`config.mk`:
```
export PLATFORM = sky130hd
export DESIGN_NAME = ssra_device_flat
export DESIGN_NICKNAME = d
export VERILOG_FILES = /design/src/common/ssra_pkg.sv /design/src/common/ssra_link_if.sv /design/src/ssra_device.sv /design/src/flat_wrapper.sv
export VERILOG_INCLUDE_DIRS = /design/src /design/src/common
export SDC_FILE = /design/constraint.sdc
export NUM_CORES = 2
export LEC_CHECK = 0
export BUFFER_PORTS_ARGS = -buffer_cell sky130_fd_sc_hd__buf_2
export CORE_MARGIN = 10
export CORE_UTILIZATION = 57
export DETAILED_ROUTE_END_ITERATION = 10
export GPL_TIMING_DRIVEN = 0
export PLACE_DENSITY_LB_ADDON = 0.2
export SYNTH_ARGS = -nofsm -noshare
export SYNTH_HDL_FRONTEND = slang
export SYNTH_SLANG_ARGS = --single-unit
```
`constraint.sdc`:
```
create_clock -name clk -period 45.1 [get_ports clk]
set_clock_uncertainty 0.2 [all_clocks]
set_input_delay 9.02 -clock clk [delete_from_list [all_inputs] [get_ports clk]]
set_output_delay 9.02 -clock clk [all_outputs]
set_load 0.02 [all_outputs]
```
`src/common/ssra_defines.svh`:
```
// Constants shared by both ends of the serial register access link.
// Assumes a 125 MHz system clock on both ends.
`ifndef SSRA_DEFINES_SVH
`define SSRA_DEFINES_SVH
`define SSRA_CMD_READ       8'h03
`define SSRA_CMD_WRITE      8'h02
`define SSRA_REG_COUNT      142
`define SSRA_REG_LAST       8'h8d
`define SSRA_REG_START      8'h01
`define SSRA_START_BIT      0
`define SSRA_MODE_SPI       2'h2
`define SSRA_STRAP_FILL     2'h3
`define SSRA_IND_FIRST      8'h79
`define SSRA_IND_LAST       8'h83
`define SSRA_SYS_CLK_MHZ    125
`define SSRA_SCK_MAX_MHZ    5
`define SSRA_SCK_HALF       ((`SSRA_SYS_CLK_MHZ + 2 * `SSRA_SCK_MAX_MHZ - 1) / (2 * `SSRA_SCK_MAX_MHZ))
`endif

```
`src/common/ssra_pkg.sv`:
```
// Types shared by both ends of the serial register access link.
// Assumes the constants header is available on the include path.
package ssra_pkg;
   typedef logic [7:0] ssra_byte_type;
   typedef logic [7:0] ssra_addr_type;
endpackage

```
`src/common/ssra_link_if.sv`:
```
// Serial link wires between the controller end and the device end.
// Assumes both ends share nothing but these four wires.
`timescale 1ns/1ps
interface ssra_link_if;
   logic targetSelectN;
   logic serialClockIn;
   logic serialDataIn;
   logic serialDataOut;
   modport ctrl (output targetSelectN, output serialClockIn, output serialDataIn, input serialDataOut);
   modport dev  (input targetSelectN, input serialClockIn, input serialDataIn, output serialDataOut);
endinterface

```
`src/ssra_device.sv`:
```
// Device end: serial slave with a 142-byte register file.
// Assumes clk is much faster than the serial clock; link pins are asynchronous.
//
// Contract
// - Opcode 03 reads, 02 writes.
// - Master holds select low to burst read.
// - After each read byte address advances, next shifts.
// - Burst read ends when select rises.
// - Master holds select low to burst write.
// - After each write byte address advances, next stored.
// - Burst write stops when select rises.
// - Address wraps to zero past register 141.
// - Serial clock at most 5 MHz.
// - Output data changes on falling serial clock.
// - Input sampled on rising serial clock.
// - Active only when strap reads binary 10.
// - Run enable bit cleared at reset.
// - Run enable cannot be cleared once set.
// - Master configures and verifies before starting.
// - Live settings stay writable while running.
// - Registers 121 to 131 reach tables indirectly.
`timescale 1ns/1ps
`include "ssra_defines.svh"
module ssra_device (
   input  wire logic           clk,
   input  wire logic           sys_rst,
   ssra_link_if.dev            link,
   input  wire logic [1:0]     portSelectStrap,
   output logic                switchRun,
   output logic                indirectStrobe,
   output ssra_pkg::ssra_addr_type indirectAddr,
   output ssra_pkg::ssra_byte_type indirectData,
   input  wire ssra_pkg::ssra_byte_type indirectReadData,
   output ssra_pkg::ssra_byte_type cfgView
);
   import ssra_pkg::*;

   typedef enum logic [3:0] {
      ST_CMD  = 4'b0001,
      ST_ADDR = 4'b0010,
      ST_DATA = 4'b0100,
      ST_IDLE = 4'b1000
   } ssra_state_type;

   // ==========================================================
   // Pin synchronisers.
   logic [2:0] selS_r, sckS_r, sdiS_r;
   logic       selQ_r, sckQ_r;
   always_ff @(posedge clk or posedge sys_rst) begin
      if (sys_rst) begin
         selS_r <= 3'h7;
         sckS_r <= 3'h0;
         sdiS_r <= 3'h0;
         selQ_r <= 1'b1;
         sckQ_r <= 1'b0;
      end else begin
         selS_r <= {selS_r[1:0], link.targetSelectN};
         sckS_r <= {sckS_r[1:0], link.serialClockIn};
         sdiS_r <= {sdiS_r[1:0], link.serialDataIn};
         if (selS_r[1] == selS_r[2]) selQ_r <= selS_r[2];
         if (sckS_r[1] == sckS_r[2]) sckQ_r <= sckS_r[2];
      end
   end

   // Strap passes three flops and is caught once, after the pipe has filled and the last two agree.
   // The mode is settled four edges after release, before the first select can reach the engine.
   logic [1:0] strapA_r, strapB_r, strapC_r, strapFill_r;
   logic       strapDone_r;
   logic       modeOn_r;
   always_ff @(posedge clk or posedge sys_rst) begin
      if (sys_rst) begin
         strapA_r    <= 2'h0;
         strapB_r    <= 2'h0;
         strapC_r    <= 2'h0;
         strapFill_r <= 2'h0;
         strapDone_r <= 1'b0;
         modeOn_r    <= 1'b0;
      end else begin
         strapA_r <= portSelectStrap;
         strapB_r <= strapA_r;
         strapC_r <= strapB_r;
         if (strapFill_r != `SSRA_STRAP_FILL) strapFill_r <= 2'(strapFill_r + 2'h1);
         if (!strapDone_r && (strapFill_r == `SSRA_STRAP_FILL) && (strapB_r == strapC_r)) begin
            strapDone_r <= 1'b1;
            modeOn_r    <= (strapC_r == `SSRA_MODE_SPI);
         end
      end
   end

   // ==========================================================
   // Edge decode.
   wire selActive = modeOn_r && !selQ_r;
   wire sckRise   = (sckS_r[1] == sckS_r[2]) && sckS_r[2] && !sckQ_r;
   wire sckFall   = (sckS_r[1] == sckS_r[2]) && !sckS_r[2] && sckQ_r;
   wire sdiBit    = sdiS_r[2];

   function automatic ssra_addr_type nextAddr(input ssra_addr_type a);
      nextAddr = (a == `SSRA_REG_LAST) ? 8'h00 : 8'(a + 8'h01);
   endfunction

   // ==========================================================
   // Register file and serial engine.
   ssra_byte_type  regs_r [0:`SSRA_REG_COUNT-1];
   ssra_state_type state_r;
   logic [2:0]     bitCnt_r;
   ssra_byte_type  shIn_r, shOut_r;
   ssra_addr_type  addr_r;
   logic           isRead_r, sdo_r, idxStb_r;
   ssra_addr_type  idxAddr_r;
   ssra_byte_type  idxData_r;

   wire [7:0]     inByte   = {shIn_r[6:0], sdiBit};
   wire           byteDone = sckRise && (bitCnt_r == 3'h7);
   wire           isInd    = (addr_r >= `SSRA_IND_FIRST) && (addr_r <= `SSRA_IND_LAST);
   wire ssra_byte_type rdSrc = isInd ? indirectReadData : regs_r[addr_r];
   wire           wrNow    = selActive && byteDone && (state_r == ST_DATA) && !isRead_r;
   // Run bit may be set but never cleared; other bits stay writable.
   wire ssra_byte_type wrVal = (addr_r == `SSRA_REG_START) ?
                               (inByte | {7'h00, regs_r[`SSRA_REG_START][`SSRA_START_BIT]}) : inByte;

   always_ff @(posedge clk or posedge sys_rst) begin
      if (sys_rst) begin
         state_r  <= ST_CMD;
         bitCnt_r <= 3'h0;
         shIn_r   <= 8'h00;
         shOut_r  <= 8'h00;
         addr_r   <= 8'h00;
         isRead_r <= 1'b0;
         sdo_r    <= 1'b0;
      end else if (!selActive) begin
         state_r  <= ST_CMD;
         bitCnt_r <= 3'h0;
      end else begin
         if (sckRise) begin
            shIn_r   <= inByte;
            bitCnt_r <= 3'(bitCnt_r + 3'h1);
         end
         if (byteDone) begin
            case (state_r)
               ST_CMD: begin
                  isRead_r <= (inByte == `SSRA_CMD_READ);
                  state_r  <= ((inByte == `SSRA_CMD_READ) || (inByte == `SSRA_CMD_WRITE)) ? ST_ADDR : ST_IDLE;
               end
               ST_ADDR: begin
                  addr_r  <= (inByte > `SSRA_REG_LAST) ? 8'h00 : inByte;
                  state_r <= ST_DATA;
               end
               ST_DATA: addr_r <= nextAddr(addr_r);
               default: state_r <= ST_IDLE;
            endcase
         end
         if (state_r == ST_DATA && isRead_r && sckFall && bitCnt_r == 3'h0) begin
            sdo_r   <= rdSrc[7];
            shOut_r <= {rdSrc[6:0], 1'b0};
         end else if (sckFall) begin
            sdo_r   <= shOut_r[7];
            shOut_r <= {shOut_r[6:0], 1'b0};
         end
      end
   end

   // Register writes; the run bit is cleared at reset.
   always_ff @(posedge clk or posedge sys_rst) begin
      if (sys_rst) begin
         for (int i = 0; i < `SSRA_REG_COUNT; i++) regs_r[i] <= 8'h00;
      end else if (wrNow && !isInd) begin
         regs_r[addr_r] <= wrVal;
      end
   end

   // Indirect window strobe toward the table logic.
   always_ff @(posedge clk or posedge sys_rst) begin
      if (sys_rst) begin
         idxStb_r  <= 1'b0;
         idxAddr_r <= 8'h00;
         idxData_r <= 8'h00;
      end else begin
         idxStb_r <= wrNow && isInd;
         if (wrNow && isInd) begin
            idxAddr_r <= addr_r;
            idxData_r <= inByte;
         end
      end
   end

   // Registered outputs.
   logic          run_r;
   ssra_byte_type cfg_r;
   always_ff @(posedge clk or posedge sys_rst) begin
      if (sys_rst) begin
         run_r <= 1'b0;
         cfg_r <= 8'h00;
      end else begin
         run_r <= regs_r[`SSRA_REG_START][`SSRA_START_BIT];
         cfg_r <= regs_r[`SSRA_REG_START];
      end
   end

   assign link.serialDataOut = sdo_r;
   assign switchRun          = run_r;
   assign cfgView            = cfg_r;
   assign indirectStrobe     = idxStb_r;
   assign indirectAddr       = idxAddr_r;
   assign indirectData       = idxData_r;
endmodule

```
`src/flat_wrapper.sv`:
```
// flat-port wrapper written by rule: the top's interface ports become plain ports
module ssra_device_flat import ssra_pkg::*;
  (clk, sys_rst, portSelectStrap, switchRun, indirectStrobe, indirectAddr, indirectData, indirectReadData, cfgView, link_targetSelectN, link_serialClockIn, link_serialDataIn, link_serialDataOut);
  ssra_link_if link_i ();
  input  wire logic clk;
  input  wire logic sys_rst;
  input  wire logic [1:0] portSelectStrap;
  output logic switchRun;
  output logic indirectStrobe;
  output ssra_pkg::ssra_addr_type indirectAddr;
  output ssra_pkg::ssra_byte_type indirectData;
  input  wire ssra_pkg::ssra_byte_type indirectReadData;
  output ssra_pkg::ssra_byte_type cfgView;
  input wire logic [$bits(link_i.targetSelectN)-1:0] link_targetSelectN;
  input wire logic [$bits(link_i.serialClockIn)-1:0] link_serialClockIn;
  input wire logic [$bits(link_i.serialDataIn)-1:0] link_serialDataIn;
  output wire logic [$bits(link_i.serialDataOut)-1:0] link_serialDataOut;
  assign link_i.targetSelectN = link_targetSelectN;
  assign link_i.serialClockIn = link_serialClockIn;
  assign link_i.serialDataIn = link_serialDataIn;
  assign link_serialDataOut = link_i.serialDataOut;
  ssra_device u_core (.clk(clk), .sys_rst(sys_rst), .link(link_i), .portSelectStrap(portSelectStrap), .switchRun(switchRun), .indirectStrobe(indirectStrobe), .indirectAddr(indirectAddr), .indirectData(indirectData), .indirectReadData(indirectReadData), .cfgView(cfgView));
endmodule
```
==> impl_metrics.tcl <==
set metrics [dict create \
    status "finished, violations left" \
    failed_checks "capacitance limit, slew limit" \
    hold_buffers 0 \
    pwr-share-clk_pct 43.9 \
    yosysUniqueCellTypes 76 \
    avgSynthCellArea_um2 14.2 \
    antenna_found_initial 11 \
    cts_tree "done" \
    die-area_mm2 0.108 \
    peakVddDrop_uv 29.5 \
    min_period_ns 10.89 \
    routed_wl_um 206000 \
    drt_iter0_drc 5069 \
    grtUsageTotal_pct 38.0 \
    crit_required_ns 45.71 \
    start_util_pct 57.3 \
    grt_pass1_vias 36400 \
    num_vias 37000 \
    grt_setup_unrepaired "no" \
    firstDrtPassIters 6 \
    r2r_slack_ns 37.06 \
    clock-sinks 1193 \
    clk_transition_reported_paths_ns 0.06 \
    cp_data_arrival_time_ns 11.50 \
    overflow 0 \
    power_frac_seq_pct 47.4 \
    setup.worst_path.start_class "input pin" \
    setup_viol 0 \
    dp.final_hpwl_um 140000 \
    clkLatencyLatePin_ns 0.74 \
    synth_warnings 0 \
    async_flop_share_pct 100 \
    ff_latch_area_mm2 0.0299 \
    floorplan.die.height_um 329 \
    remaining_drc_errors 0 \
    cts_resized 0 \
    cts-root-buf "clkbuf_16" \
    row_count 113 \
    switching_share_pct 26.7 \
    fmax_mhz 91.8 \
    nFillCells 7150 \
    whs_ns 0.151 \
    clockBufferDepth 3 \
    p_switching_w 0.000610 \
    synth_area_leaders "dfrtp_1, mux2_2, mux4_2" \
    cts_htree_levels 3 \
    critPathKind "in2async" \
    comb_power_share_pct 8.7 \
    crit_path_max_fanout 130 \
    ys_ff_latch 1193 \
    grt_pass1_wl_um 285000 \
    synth_top_area_cell "dfrtp_1" \
    syn_inst 3824 \
    portBuffers 41 \
    ant_nets 0 \
    wire_per_inst_um 38.2 \
    hold_viol 0 \
    via_per_inst 6.88 \
    synthFlopType "dfrtp_1" \
    core-area_mm2 0.0947 \
    worst_pin_slew_ns 1.61 \
    fin_area_mm2 0.0604 \
    placed_cell_area_mm2 0.0564 \
    hold_class "reg2reg" \
    p_int_w 0.00167 \
    synth_area_mm2 0.0543 \
    cp-end-kind "asynchronous set/reset pin" \
    grt_max_degree 132 \
    multi_input_area_mm2 0.0230 \
    gp_congestion 1.05 \
    cap_viol_max_count 17 \
    drv_slew 130 \
    syn2layout_area_growth_pct 11.3 \
    post_cts_buffers 0 \
    report.power.total_w 0.00228 \
    synth_edf_count 0 \
    p_leak_nw 27.9 \
    die_w_um 329 \
    p_per_area_mw_per_mm2 37.8 \
    pin_count 42 \
    drive_gt1_share_pct 39.7 \
    syn_nets 3849 \
    fin_nets 4027 \
    synth.yosys.seq_area_share_pct 55.0 \
    synth_top_area_share_pct 54.8 \
    period_share_pct 24.1 \
    setup_tns_ns 0 \
    cts_buffers 120 \
    slew_headroom_pct -7.08 \
]
[power groups by stage]
stage	clock, W	sequential [W]	combinational (W)
after detailed placement	0	0.00110	0.000191
after global routing	0.00105	0.00108	0.000206
final	0.00100	0.00108	0.000200
after CTS	0.00100	0.00108	0.000191
after global placement	0	0.00111	0.000187
after floorplan	0	0.00110	0.0000874
[cells in the mapped netlist, types with 6 or more instances]
| master | count |
|---|---|
| nor3_4 | 8 |
| mux4_2 | 234 |
| a2111oi_0 | 9 |
| inv_1 | 13 |
| a22oi_1 | 29 |
| o22ai_1 | 12 |
| and2_1 | 18 |
| nor4_1 | 9 |
| o41ai_1 | 6 |
| nand2b_1 | 9 |
| buf_4 | 25 |
| nor2_2 | 60 |
| nand3_2 | 51 |
| nand4_1 | 7 |
| mux2_2 | 935 |
| a21oi_1 | 108 |
| mux2i_1 | 134 |
| a22o_1 | 11 |
| o211ai_1 | 12 |
| a221oi_1 | 10 |
| mux2_1 | 10 |
| ha_1 | 10 |
| o2111ai_1 | 6 |
| a211oi_1 | 9 |
| nand2_1 | 185 |
| buf_2 | 29 |
| and3_1 | 7 |
| clkbuf_1 | 234 |
| nand3b_1 | 6 |
| nor2_1 | 109 |
| nor2b_1 | 24 |
| a31oi_1 | 13 |
| dfrtp_1 | 1188 |
| o221ai_1 | 6 |
| buf_1 | 38 |
| nand3_1 | 48 |
| nor3_1 | 28 |
| o21ai_0 | 100 |
[flip-flops by register name (all words and copies together) (netlist names), 4 cells and up]
signal,cells
u_core.indirectData,8
u_core.regs_r,1116
u_core.indirectAddr,8
u_core.shOut_r,7
u_core.cfgView,8
u_core.shIn_r,7
u_core.addr_r,8
u_core.state_r,4
[stage by stage]
stage                     std cells  util [%]  setup WS, ns
after global routing           5367      63.7         33.86
after floorplan                3824         -          2.28
after CTS                      5365      63.7         34.12
final                          5375      63.7         34.21
after detailed placement       5144      59.6         33.36
after global placement         5130      59.2        -10.76
[layout make-up]
| cell class | count | share of cell area, % |
|---|---|---|
| Antenna cell | 9 | 0.0373 |
| Buffer | 331 | 2.38 |
| Clock buffer | 194 | 6.09 |
| Clock inverter | 27 | 0.383 |
| Inverter | 15 | 0.106 |
| Multi-Input combinational cell | 2285 | 38.0 |
| Sequential cell | 1193 | 49.5 |
| Tap cell | 1265 | 2.62 |
| Timing Repair Buffer | 56 | 0.908 |
[critical path: stages]
cell and delay, ns:
buf_2 0.13, inv_8 0.05, buf_16 0.41, buf_16 0.53, buf_16 0.46, buf_16 0.47
[cell families after synthesis]
kind of cell | after synthesis | share of synthesized area (%)
AOI/OAI and AO/OA | 364 | 4.20
xor gates and xnor gates | 4 | 0.0646
adders and majority gates | 11 | 0.249
buffers and inverters | 346 | 2.70
DFF | 1193 | 55.0
muxes | 1313 | 31.8
and+or+nand+nor | 593 | 5.94
[placed cells by master (no fill, tap or decap), types with 8 or more instances in the layout]
master	count
a2111oi_0	8
a211oi_1	9
a21oi_1	108
a221oi_1	10
a22o_1	11
a22oi_1	29
a31oi_1	12
and2_1	18
buf_1	28
buf_16	10
buf_2	79
buf_4	25
clkbuf_1	264
clkbuf_16	125
clkbuf_2	11
clkbuf_8	29
clkinv_2	17
dfrtp_1	1188
diode_2	9
ha_1	10
inv_1	12
mux2_1	10
mux2_2	935
mux2i_1	134
mux4_2	234
nand2_1	185
nand2b_1	9
nand3_1	48
nand3_2	51
nor2_1	109
nor2_2	60
nor2b_1	24
nor3_1	26
nor3_4	8
nor4_1	9
o211ai_1	12
o21ai_0	100
o22ai_1	12
[path summary, 6_finish.rpt]
kind,start,endpoint,cells after the start
worst max register to register,u_core.addr_r[1],u_core.regs_r[392],12
worst min register to register,u_core.sdiS_r[0],u_core.sdiS_r[1],0
worst max-delay path,sys_rst,u_core.regs_r[869],6
max in group clk,u_core.link.serialDataOut,link_serialDataOut,1
worst min-delay path,u_core.sdiS_r[0],u_core.sdiS_r[1],0
min in group asynchronous,sys_rst,u_core.regs_r[277],3
[per-layer routing]
layer | global-route usage, % | vias up | part of all wire (%)
met4 | 23.0 | 12 | 7.3
met5 | 0 | - | 0.035
met2 | 54.2 | 2326 | 43
li1 | - | 14400 | -
met1 | 49.3 | 19600 | 38
met3 | 14.0 | 623 | 12
Power figures use the tool's default switching activity.
